## src/rtl/sbcm_cfg.svh

```systemverilog
// constants of the standstill, brake and capture monitor
// assumes a single 125 MHz device clock and a 16-bit parameter address
`ifndef SBCM_CFG_SVH
`define SBCM_CFG_SVH
// ======================================================================
// parameter addresses
`define SBCM_ADDR_CAP_STATUS 16'h0A02
`define SBCM_ADDR_SECOND_CAPTURE_INPUT_POS 16'h0A0E
`define SBCM_ADDR_WIN_SIZE 16'h1112
`define SBCM_ADDR_DWELL 16'h1114
`define SBCM_ADDR_TIMEOUT 16'h1116
// ======================================================================
// field positions of capture_unit_status
`define SBCM_FIRST_CAPTURE_INPUT_DONE_BIT 0
`define SBCM_SECOND_CAPTURE_INPUT_DONE_BIT 1
// ======================================================================
// limits and factory values
`define SBCM_WIN_MAX 16'h7FFF
`define SBCM_WIN_RESET 16'h000A
`define SBCM_DWELL_MAX 16'h7FFF
`define SBCM_DWELL_RESET 16'h0000
`define SBCM_TOUT_MAX 16'h3E80
`define SBCM_TOUT_RESET 16'h0000
// ======================================================================
// error classes
`define SBCM_ERR_CLASS2 3'h2
`define SBCM_ERR_CLASS3 3'h3
`define SBCM_ERR_CLASS4 3'h4
// ======================================================================
// timing
`define SBCM_CLK_HZ 125000000
`define SBCM_TICK_MS 1
`define SBCM_TICK_CYCLES (`SBCM_CLK_HZ / 1000 * `SBCM_TICK_MS)
`define SBCM_BRAKE_RELEASE_MS 16'h0064
`define SBCM_BRAKE_APPLY_MS 16'h0064
`endif

```

## src/rtl/sbcm_pkg.sv

```systemverilog
// types of the standstill, brake and capture monitor
// assumes the constants of sbcm_cfg.svh
package sbcm_pkg;
  // ======================================================================
  // state types
  typedef enum logic [2:0] {
    SST_IDLE = 3'b000,
    SST_MOVING = 3'b001,
    SST_SEEK = 3'b010,
    SST_DWELL = 3'b011,
    SST_DONE = 3'b100,
    SST_FAULT = 3'b101
  } sbcm_sst_e;
  typedef enum logic [1:0] {
    BRK_OFF = 2'b00,
    BRK_RELEASE = 2'b01,
    BRK_RUN = 2'b10,
    BRK_APPLY = 2'b11
  } sbcm_brk_e;
  typedef logic [15:0] sbcm_word_t;
endpackage : sbcm_pkg

```

## src/rtl/sbcm_tick_div.sv

```systemverilog
// millisecond tick divider
// assumes one clock, synchronous active-high reset
`timescale 1ns/100ps
`default_nettype none
module sbcm_tick_div #(
  parameter int DIV = 125000
) (
  input wire logic i_clock,
  input wire logic i_sys_rst,
  output logic o_tick
);
  localparam int CW = $clog2(DIV);
  localparam logic [CW-1:0] LAST = CW'(DIV - 1);
  logic [CW-1:0] count;
  // ======================================================================
  // free running count, one-cycle pulse at wrap
  always_ff @(posedge i_clock) begin
    if (i_sys_rst) begin
      count <= '0;
      o_tick <= 1'b0;
    end else begin
      o_tick <= (count == LAST);
      count <= (count == LAST) ? '0 : count + CW'(1);
    end
  end
endmodule : sbcm_tick_div
`default_nettype wire

```

## src/rtl/sbcm_ms_timer.sv

```systemverilog
// one-shot timer counted in millisecond ticks
// assumes a one-cycle tick pulse; first tick may come early, so up to 1 ms short
`timescale 1ns/100ps
`default_nettype none
module sbcm_ms_timer #(
  parameter int W = 16
) (
  input wire logic i_clock,
  input wire logic i_sys_rst,
  input wire logic i_tick,
  input wire logic i_start,
  input wire logic i_stop,
  input wire logic [W-1:0] i_ms,
  output logic o_running,
  output logic o_expired
);
  logic [W-1:0] count;
  // ======================================================================
  // start wins over stop; a zero load never runs
  always_ff @(posedge i_clock) begin
    if (i_sys_rst) begin
      count <= '0;
      o_running <= 1'b0;
      o_expired <= 1'b0;
    end else begin
      o_expired <= 1'b0;
      if (i_start) begin
        count <= i_ms;
        o_running <= (i_ms != '0);
      end else if (i_stop) begin
        o_running <= 1'b0;
      end else if (o_running && i_tick) begin
        count <= count - W'(1);
        if (count == W'(1)) begin
          o_running <= 1'b0;
          o_expired <= 1'b1;
        end
      end
    end
  end
endmodule : sbcm_ms_timer
`default_nettype wire

```

## src/rtl/sbcm_monitor.sv

```systemverilog
// standstill window, holding brake sequencer and capture results
// assumes inputs synchronous to i_clock, events as one-cycle pulses,
// deviation in units of 0.0001 revolution, parameter access by address
`timescale 1ns/100ps
`default_nettype none
`include "sbcm_cfg.svh"
module sbcm_monitor #(
  parameter int TICK_CYCLES = `SBCM_TICK_CYCLES,
  parameter logic [15:0] BRAKE_RELEASE_MS = `SBCM_BRAKE_RELEASE_MS,
  parameter logic [15:0] BRAKE_APPLY_MS = `SBCM_BRAKE_APPLY_MS
) (
  input wire logic i_clock,
  input wire logic i_sys_rst,
  // parameter access
  input wire logic [15:0] i_par_addr,
  input wire logic i_par_rd,
  input wire logic i_par_wr,
  input wire logic [31:0] i_par_wdata,
  output logic [31:0] o_par_rdata,
  output logic o_par_ack,
  output logic o_par_fault,
  // capture units
  input wire logic [31:0] i_motor_pos,
  input wire logic i_first_capture_input,
  input wire logic i_second_capture_input,
  input wire logic i_first_capture_input_arm,
  input wire logic i_second_capture_input_arm,
  input wire logic i_pos_redefine,
  input wire logic [31:0] i_pos_shift,
  // standstill window
  input wire logic i_move_start,
  input wire logic i_target_reached,
  input wire logic i_profile_done,
  input wire logic [31:0] i_pos_dev,
  output logic o_proc_done,
  output logic o_standstill_err,
  // holding brake and power stage
  input wire logic i_enable,
  input wire logic [2:0] i_err_class,
  input wire logic i_safe_torque_off,
  output logic o_brake_release,
  output logic o_motor_current_on,
  output logic o_operation_enabled,
  output sbcm_pkg::sbcm_brk_e o_brake_state
);
  import sbcm_pkg::*;

  // ======================================================================
  // parameter registers
  sbcm_word_t standstill_window_size;
  sbcm_word_t standstill_dwell_time;
  sbcm_word_t standstill_timeout_time;
  sbcm_word_t capture_unit_status;
  logic [31:0] second_captured_position;
  logic [31:0] next_rdata;
  logic next_fault;
  logic wr_ok;
  logic [15:0] wval;

  assign wval = i_par_wdata[15:0];

  // write acceptance: range checked, read-only and unmapped refused
  always_comb begin
    wr_ok = 1'b0;
    case (i_par_addr)
      `SBCM_ADDR_WIN_SIZE: wr_ok = (i_par_wdata <= 32'(`SBCM_WIN_MAX));
      `SBCM_ADDR_DWELL: wr_ok = (i_par_wdata <= 32'(`SBCM_DWELL_MAX));
      `SBCM_ADDR_TIMEOUT: wr_ok = (i_par_wdata <= 32'(`SBCM_TOUT_MAX));
      default: wr_ok = 1'b0;
    endcase
  end

  // factory values at reset; persistence lives outside this block
  always_ff @(posedge i_clock) begin
    if (i_sys_rst) begin
      standstill_window_size <= `SBCM_WIN_RESET;
      standstill_dwell_time <= `SBCM_DWELL_RESET;
      standstill_timeout_time <= `SBCM_TOUT_RESET;
    end else if (i_par_wr && wr_ok) begin
      case (i_par_addr)
        `SBCM_ADDR_WIN_SIZE: standstill_window_size <= wval;
        `SBCM_ADDR_DWELL: standstill_dwell_time <= wval;
        `SBCM_ADDR_TIMEOUT: standstill_timeout_time <= wval;
        default: standstill_window_size <= standstill_window_size;
      endcase
    end
  end

  // read mux; unmapped reads return zero with fault
  always_comb begin
    next_rdata = 32'h0000_0000;
    next_fault = 1'b0;
    case (i_par_addr)
      `SBCM_ADDR_CAP_STATUS: next_rdata = {16'h0000, capture_unit_status};
      `SBCM_ADDR_SECOND_CAPTURE_INPUT_POS: next_rdata = second_captured_position;
      `SBCM_ADDR_WIN_SIZE: next_rdata = {16'h0000, standstill_window_size};
      `SBCM_ADDR_DWELL: next_rdata = {16'h0000, standstill_dwell_time};
      `SBCM_ADDR_TIMEOUT: next_rdata = {16'h0000, standstill_timeout_time};
      default: next_fault = 1'b1;
    endcase
    if (i_par_wr) begin
      next_fault = !wr_ok;
    end
  end

  // answer one cycle after the request; write takes precedence
  always_ff @(posedge i_clock) begin
    if (i_sys_rst) begin
      o_par_rdata <= 32'h0000_0000;
      o_par_ack <= 1'b0;
      o_par_fault <= 1'b0;
    end else begin
      o_par_ack <= i_par_rd || i_par_wr;
      o_par_fault <= (i_par_rd || i_par_wr) && next_fault;
      if (i_par_rd && !i_par_wr) begin
        o_par_rdata <= next_rdata;
      end
    end
  end

  // ======================================================================
  // capture results
  // capture wins over a same-cycle redefinition: the sampled position
  // is assumed to already be in the new reference frame
  always_ff @(posedge i_clock) begin
    if (i_sys_rst) begin
      second_captured_position <= 32'h0000_0000;
    end else if (i_second_capture_input) begin
      second_captured_position <= i_motor_pos;
    end else if (i_pos_redefine) begin
      second_captured_position <= second_captured_position + i_pos_shift;
    end
  end

  // done flags; re-arming clears, a capture in the same cycle wins
  always_ff @(posedge i_clock) begin
    if (i_sys_rst) begin
      capture_unit_status <= 16'h0000;
    end else begin
      if (i_first_capture_input) begin
        capture_unit_status[`SBCM_FIRST_CAPTURE_INPUT_DONE_BIT] <= 1'b1;
      end else if (i_first_capture_input_arm) begin
        capture_unit_status[`SBCM_FIRST_CAPTURE_INPUT_DONE_BIT] <= 1'b0;
      end
      if (i_second_capture_input) begin
        capture_unit_status[`SBCM_SECOND_CAPTURE_INPUT_DONE_BIT] <= 1'b1;
      end else if (i_second_capture_input_arm) begin
        capture_unit_status[`SBCM_SECOND_CAPTURE_INPUT_DONE_BIT] <= 1'b0;
      end
    end
  end

  // ======================================================================
  // millisecond timebase and timers
  logic ms_tick;
  logic dwell_start;
  logic dwell_stop;
  logic dwell_expired;
  logic tout_start;
  logic tout_stop;
  logic tout_expired;
  logic brk_start;
  logic [15:0] brk_ms;
  logic brk_expired;

  sbcm_tick_div #(.DIV(TICK_CYCLES)) u_tick (
    .i_clock(i_clock),
    .i_sys_rst(i_sys_rst),
    .o_tick(ms_tick)
  );

  sbcm_ms_timer #(.W(16)) u_dwell (
    .i_clock(i_clock),
    .i_sys_rst(i_sys_rst),
    .i_tick(ms_tick),
    .i_start(dwell_start),
    .i_stop(dwell_stop),
    .i_ms(standstill_dwell_time),
    .o_running(),
    .o_expired(dwell_expired)
  );

  sbcm_ms_timer #(.W(16)) u_tout (
    .i_clock(i_clock),
    .i_sys_rst(i_sys_rst),
    .i_tick(ms_tick),
    .i_start(tout_start),
    .i_stop(tout_stop),
    .i_ms(standstill_timeout_time),
    .o_running(),
    .o_expired(tout_expired)
  );

  sbcm_ms_timer #(.W(16)) u_brake (
    .i_clock(i_clock),
    .i_sys_rst(i_sys_rst),
    .i_tick(ms_tick),
    .i_start(brk_start),
    .i_stop(1'b0),
    .i_ms(brk_ms),
    .o_running(),
    .o_expired(brk_expired)
  );

  // ======================================================================
  // standstill window
  sbcm_sst_e sst;
  sbcm_sst_e next_sst;
  logic in_window;
  logic move_end;

  // signed window compare avoids the abs() overflow at the most negative value
  assign in_window = ($signed(i_pos_dev) <= $signed({16'h0000, standstill_window_size}))
    && ($signed(i_pos_dev) >= -$signed({16'h0000, standstill_window_size}));
  assign move_end = i_target_reached || i_profile_done;

  // next state and timer controls
  always_comb begin
    next_sst = sst;
    dwell_start = 1'b0;
    dwell_stop = 1'b0;
    tout_start = 1'b0;
    tout_stop = 1'b0;
    if (i_move_start) begin
      next_sst = SST_MOVING;
      dwell_stop = 1'b1;
      tout_stop = 1'b1;
    end else begin
      case (sst)
        SST_IDLE, SST_MOVING: begin
          if (move_end) begin
            if (standstill_dwell_time == 16'h0000) begin
              next_sst = SST_DONE;
            end else begin
              next_sst = SST_SEEK;
              tout_start = 1'b1;
            end
          end
        end
        SST_SEEK: begin
          if (tout_expired) begin
            next_sst = SST_FAULT;
          end else if (in_window) begin
            next_sst = SST_DWELL;
            dwell_start = 1'b1;
          end
        end
        SST_DWELL: begin
          if (tout_expired) begin
            next_sst = SST_FAULT;
            dwell_stop = 1'b1;
          end else if (!in_window) begin
            next_sst = SST_SEEK;
            dwell_stop = 1'b1;
          end else if (dwell_expired) begin
            next_sst = SST_DONE;
            tout_stop = 1'b1;
          end
        end
        SST_DONE, SST_FAULT: begin
          next_sst = sst;
        end
        default: begin
          next_sst = SST_IDLE;
        end
      endcase
    end
  end

  // state and registered flags
  always_ff @(posedge i_clock) begin
    if (i_sys_rst) begin
      sst <= SST_IDLE;
      o_proc_done <= 1'b0;
      o_standstill_err <= 1'b0;
    end else begin
      sst <= next_sst;
      o_proc_done <= (next_sst == SST_DONE);
      o_standstill_err <= (next_sst == SST_FAULT);
    end
  end

  // ======================================================================
  // holding brake sequencer
  sbcm_brk_e brk;
  sbcm_brk_e next_brk;
  logic fast_off;
  logic slow_off;

  // safe torque off cuts torque at once, so no delay can bridge to the brake
  assign fast_off = i_safe_torque_off || (i_err_class == `SBCM_ERR_CLASS3)
    || (i_err_class == `SBCM_ERR_CLASS4);
  assign slow_off = !i_enable || (i_err_class == `SBCM_ERR_CLASS2);

  always_comb begin
    next_brk = brk;
    brk_start = 1'b0;
    brk_ms = BRAKE_RELEASE_MS;
    case (brk)
      BRK_OFF: begin
        if (i_enable && !i_safe_torque_off && (i_err_class == 3'h0)) begin
          next_brk = BRK_RELEASE;
          brk_start = 1'b1;
        end
      end
      BRK_RELEASE, BRK_RUN: begin
        if (fast_off) begin
          next_brk = BRK_OFF;
        end else if (slow_off) begin
          next_brk = BRK_APPLY;
          brk_start = 1'b1;
          brk_ms = BRAKE_APPLY_MS;
        end else if ((brk == BRK_RELEASE) && brk_expired) begin
          next_brk = BRK_RUN;
        end
      end
      BRK_APPLY: begin
        if (fast_off || brk_expired) begin
          next_brk = BRK_OFF;
        end
      end
      default: begin
        next_brk = BRK_OFF;
      end
    endcase
  end

  // outputs follow the next state so they leave a flip-flop in step with it
  always_ff @(posedge i_clock) begin
    if (i_sys_rst) begin
      brk <= BRK_OFF;
      o_brake_state <= BRK_OFF;
      o_brake_release <= 1'b0;
      o_motor_current_on <= 1'b0;
      o_operation_enabled <= 1'b0;
    end else begin
      brk <= next_brk;
      o_brake_state <= next_brk;
      o_brake_release <= (next_brk == BRK_RELEASE) || (next_brk == BRK_RUN);
      o_motor_current_on <= (next_brk != BRK_OFF);
      o_operation_enabled <= (next_brk == BRK_RUN);
    end
  end
endmodule : sbcm_monitor
`default_nettype wire

```

## config.mk

```make
export PLATFORM = sky130hd
export DESIGN_NAME = sbcm_monitor
export DESIGN_NICKNAME = d
export VERILOG_FILES = /design/src/rtl/sbcm_pkg.sv /design/src/rtl/sbcm_tick_div.sv /design/src/rtl/sbcm_ms_timer.sv /design/src/rtl/sbcm_monitor.sv
export VERILOG_INCLUDE_DIRS = /design/src /design/src/rtl
export SDC_FILE = /design/constraint.sdc
export NUM_CORES = 1
export LEC_CHECK = 0
export BUFFER_PORTS_ARGS = -buffer_cell sky130_fd_sc_hd__buf_2
export CAP_MARGIN = 20
export CORE_MARGIN = 1.5
export CORE_UTILIZATION = 40
export DETAILED_ROUTE_END_ITERATION = 10
export MAX_ROUTING_LAYER = met4
export PLACE_DENSITY_LB_ADDON = 0.3
export SYNTH_ARGS = -nofsm -noshare
export SYNTH_HDL_FRONTEND = slang
export SYNTH_SLANG_ARGS = --single-unit
```

## constraint.sdc

```tcl
create_clock -name i_clock -period 4.72 [get_ports i_clock]
set_input_delay 0.236 -clock i_clock [delete_from_list [all_inputs] [get_ports i_clock]]
set_output_delay 0.236 -clock i_clock [all_outputs]
set_load 0.02 [all_outputs]
```

==> reports/qor.csv <==
stage,metric,value,unit
grt,grt_max_degree,89,
drt,remaining_drc_errors,0,
yosys,flop_and_latch_count_out_of_synthesis,198,
yosys,post_synthesis_instance_total,1533,
drt,drt_wl_total,35800,µm
final_layout,final-instance-count-excl-fill,2095,
yosys,post_synth_instance_area,12000,µm²
final_layout,final_core_util,47.0,%
yosys,synth_top_cell_by_area,sky130_fd_sc_hd__dfxtp_1,
outcome,run_status,"finished, final reports clean",
timing,period_needed,4.51,ns
yosys,syn_avg_cell_area,7.81,µm²
yosys,synth-simple-area-share,24.5,%
clock_tree,tritoncts,built,
setup_path,critPathKind,register to register,
drt,wire_per_inst,17.1,µm
final_layout,area.growth.synth_to_final,16.1,%
clock_tree,cts_buffers,17,
final_layout,design.final.nets,1945,
die,num_io_pins,202,
final_layout,final.fill_count,2951,
yosys,async_flop_share,0,%
pwr,static_leakage,0.00576,µW
flow_run,maxCapViolCount,0,
grt,grt_pass1_wl,56800,µm
pwr,irDropWorstVdd,0.252,mV
grt,number_of_antenna_violations_at_the_first_check_in_global_routing,2,
drt,wl_met3,2160,µm
drt,drt-vias-per-instance,5.63,
setup_path,timing.critical_path.arrival,4.85,ns
yosys,synth_sequential_area_ratio,33.1,%
die,start_util,40.5,%
timing,portion_of_the_clock_cycle_consumed_by_the_worst_path_in_the_final_layout,95.5,%
final_layout,final_common_cell,sky130_fd_sc_hd__nand2_1,
drt,via_count,11800,
setup_path,start_kind,register,
drt,drtAntennaViolNets,0,
timing,fin_worst_skew,0.0186,ns
yosys,number_of_flops_mapped_to_enable_cells_by_yosys,0,
timing,maximum_clock_frequency,222,MHz
drt,top_layer_used,met4,
clock_tree,cts_root_buf,sky130_fd_sc_hd__clkbuf_16,
die,die_area,31000,µm²
grt,grt_pass1_vias,11000,
die,die_h,176,µm
yosys,synthesis.nets,1788,
pwr,total_power,3780,µW
placed_design,hpwlAfterDp,27200,µm
yosys,netlist_top_cells_area,"sky130_fd_sc_hd__dfxtp_1 33%, sky130_fd_sc_hd__ha_1 9.7%, sky130_fd_sc_hd__a21oi_1 8.3%",
min_path,holdCritPathClass,input port to register,
die,fp-row-count,63,
yosys,yosys_most_used_dff,sky130_fd_sc_hd__dfxtp_1,
yosys,synth.top_cell.area_share,33.1,%
timing,grt_setup_unrepaired,no,
placed_design,post-place-cells,2058,
clock_tree,clk_latency,0.45,ns
die,floorplan.die.width,176,µm
final_layout,layout_common_cells,"206 x sky130_fd_sc_hd__nand2_1, 201 x sky130_fd_sc_hd__buf_2, 198 x sky130_fd_sc_hd__a21oi_1, 198 x sky130_fd_sc_hd__dfxtp_1, 160 x sky130_fd_sc_hd__nor2_1",
setup_path,cp-end-kind,register,
drt,met1_length,16700,µm
drt,firstDrtPassIters,6,
die,core-area,29600,µm²
timing,timing.final.hold_violations,0,
timing,tightestPinTransition,0.993,ns
yosys,fraction_of_the_mapped_netlist_area_in_compound_gates,21.3,%
setup_path,worstPathRequired,5.07,ns
timing,slew_headroom,33.8,%
grt,grt_use_total,23.7,%
timing,final-setup-viol-count,0,
setup_path,crit_path_max_fanout,11,
timing,setup-tns-final,0,ns
setup_path,critical_path.cell_chain,inv_1 -> nand4_1 -> nor2_1 -> nand4_1 -> nor3_1 -> xnor2_1 -> ha_1 -> a21oi_1 -> nor2_1 -> a2111o_1 -> o32ai_2 -> mux2i_4 -> nor3_2 -> a2111o_2 -> or4_1 -> a311oi_1,
yosys,synth-adder-area-share,9.89,%
yosys,yosys.area_share.xor_xnor,6.00,%
pwr,p_per_area,272,nW/µm²
yosys,post_synth_num_cell_types,80,
drt,drt_initial_violations,963,
setup_path,cp_slowest_cell,sky130_fd_sc_hd__a2111o_2,
yosys,synth.area.mux_share,0.460,%
clock_tree,clk_transition_reported_paths,0.07,ns
grt,global_route.overflow_total,0,
clock_tree,ctsHtreeMaxLevel,4,
clock_tree,cts_hold_repair.buffers,0,
placed_design,port_buffers,201,
clock_tree,cts.sinks,198,
final_layout,final_layout_size_suffix_gt1_share,16.3,%
setup_path,worst_path_largest_cell_delay,0.57,ns
yosys,largest_family_of_logic_cells_by_synthesized_area,simple AND/OR/NAND/NOR gates,
yosys,yosysWarningCount,0,
timing,slew_violations,0,
drt,met2WireLength,15800,µm
clock_tree,largest_buffer_count_on_any_clock_path,2,
placed_design,gpl.final_weighted_congestion,0.920,
through the flow:
stage               area (µm²)  worst slack, ns  hold WS [ns]
floorplan                12000            0.703         0.353
global route             13900          0.00193        0.0188
detailed placement       13300            0.231         0.441
finish                   13900            0.212        0.0262
CTS                      13800            0.200        0.0171
global placement         13300            0.344         0.432
synthesized netlist by cell type (8+ instances only):
cell type and instances:
sky130_fd_sc_hd__nor2_1 160, sky130_fd_sc_hd__a21o_1 25, sky130_fd_sc_hd__nand2_1 206, sky130_fd_sc_hd__nand4_1 21
sky130_fd_sc_hd__nor4_1 30, sky130_fd_sc_hd__xnor2_1 51, sky130_fd_sc_hd__buf_1 8, sky130_fd_sc_hd__nand3_1 37
sky130_fd_sc_hd__or3_1 9, sky130_fd_sc_hd__a211oi_1 24, sky130_fd_sc_hd__ha_1 93, sky130_fd_sc_hd__a21oi_1 198
sky130_fd_sc_hd__xor2_1 31, sky130_fd_sc_hd__dfxtp_1 198, sky130_fd_sc_hd__clkbuf_1 61, sky130_fd_sc_hd__nand2b_1 18
sky130_fd_sc_hd__nor3_1 45, sky130_fd_sc_hd__o21ai_0 48, sky130_fd_sc_hd__a22o_1 8, sky130_fd_sc_hd__nor2b_1 16
sky130_fd_sc_hd__a221oi_1 13, sky130_fd_sc_hd__a222oi_1 16, sky130_fd_sc_hd__inv_1 66
timing repair:
action	in CTS	in global routing
endpoints found under the setup margin	0	6
setup buffers	0	0
resized for setup	0	3
worst max-delay path, delay by kind of cell (launching register included):
kind | cells | cell delay (ns)
AOI/OAI and AO/OA | 5 | 1.63
xor gates and xnor gates | 1 | 0.15
adders and majority gates | 1 | 0.27
buffers and inverters | 1 | 0.16
DFF | 1 | 0.32
muxes | 1 | 0.40
and+or+nand+nor | 7 | 1.48
path summary, 6_finish.rpt:
check                                                   end  slack, ns  cells after the start                       from
worst min register to register              o_par_rdata[25]       0.45                      2            o_par_rdata[25]
worst min-delay path            second_captured_position[6]       0.03                      3             i_motor_pos[6]
worst max-delay path                        u_tout.count[4]       0.21                     16  standstill_window_size[3]
worst max register to register              u_tout.count[4]       0.21                     16  standstill_window_size[3]
state kept, by name, summed over array words and instances (netlist names), 2 cells and up:
signal,cells
brk,2
capture_unit_status,2
o_par_rdata,32
second_captured_position,32
sst,3
standstill_dwell_time,16
standstill_timeout_time,16
standstill_window_size,16
u_brake.count,16
u_dwell.count,16
u_tick.count,17
u_tout.count,16
metal layers:
metal | up-vias | GRT usage [%]
met2 | 425 | 35.3
met3 | 63 | 3.01
li1 | 5809 | -
met5 | - | -
met4 | 0 | 9.90
met1 | 5503 | 32.2
cells by family (layout without fill, tap and decap cells):
group / Yosys count / after routing
and+or+nand+nor: 609 / 609
AOI/OAI and AO/OA: 402 / 402
other: 0 / 2
DFF: 198 / 198
buffers and inverters: 143 / 313
adders and majority gates: 94 / 94
xor gates and xnor gates: 82 / 82
muxes: 5 / 5
final cells by class:
cell class                 instances  area (µm²)  share of cell area [%]
antenna                            2        5.00                  0.0360
inverter                          66         248                    1.78
timing repair buffer             215        1140                    8.22
tap                              390         488                    3.51
multi-input combinational       1192        7480                    53.8
clock inverter                    14         143                    1.03
clock buffer                      18         429                    3.09
sequential                       198        3960                    28.5
report_power, final:
part           internal, µW  switching, µW  total (µW)
logic                   251            339         590
registers              1710           41.2        1750
clock network           744            699        1440
(Power assumes the default switching activity.)
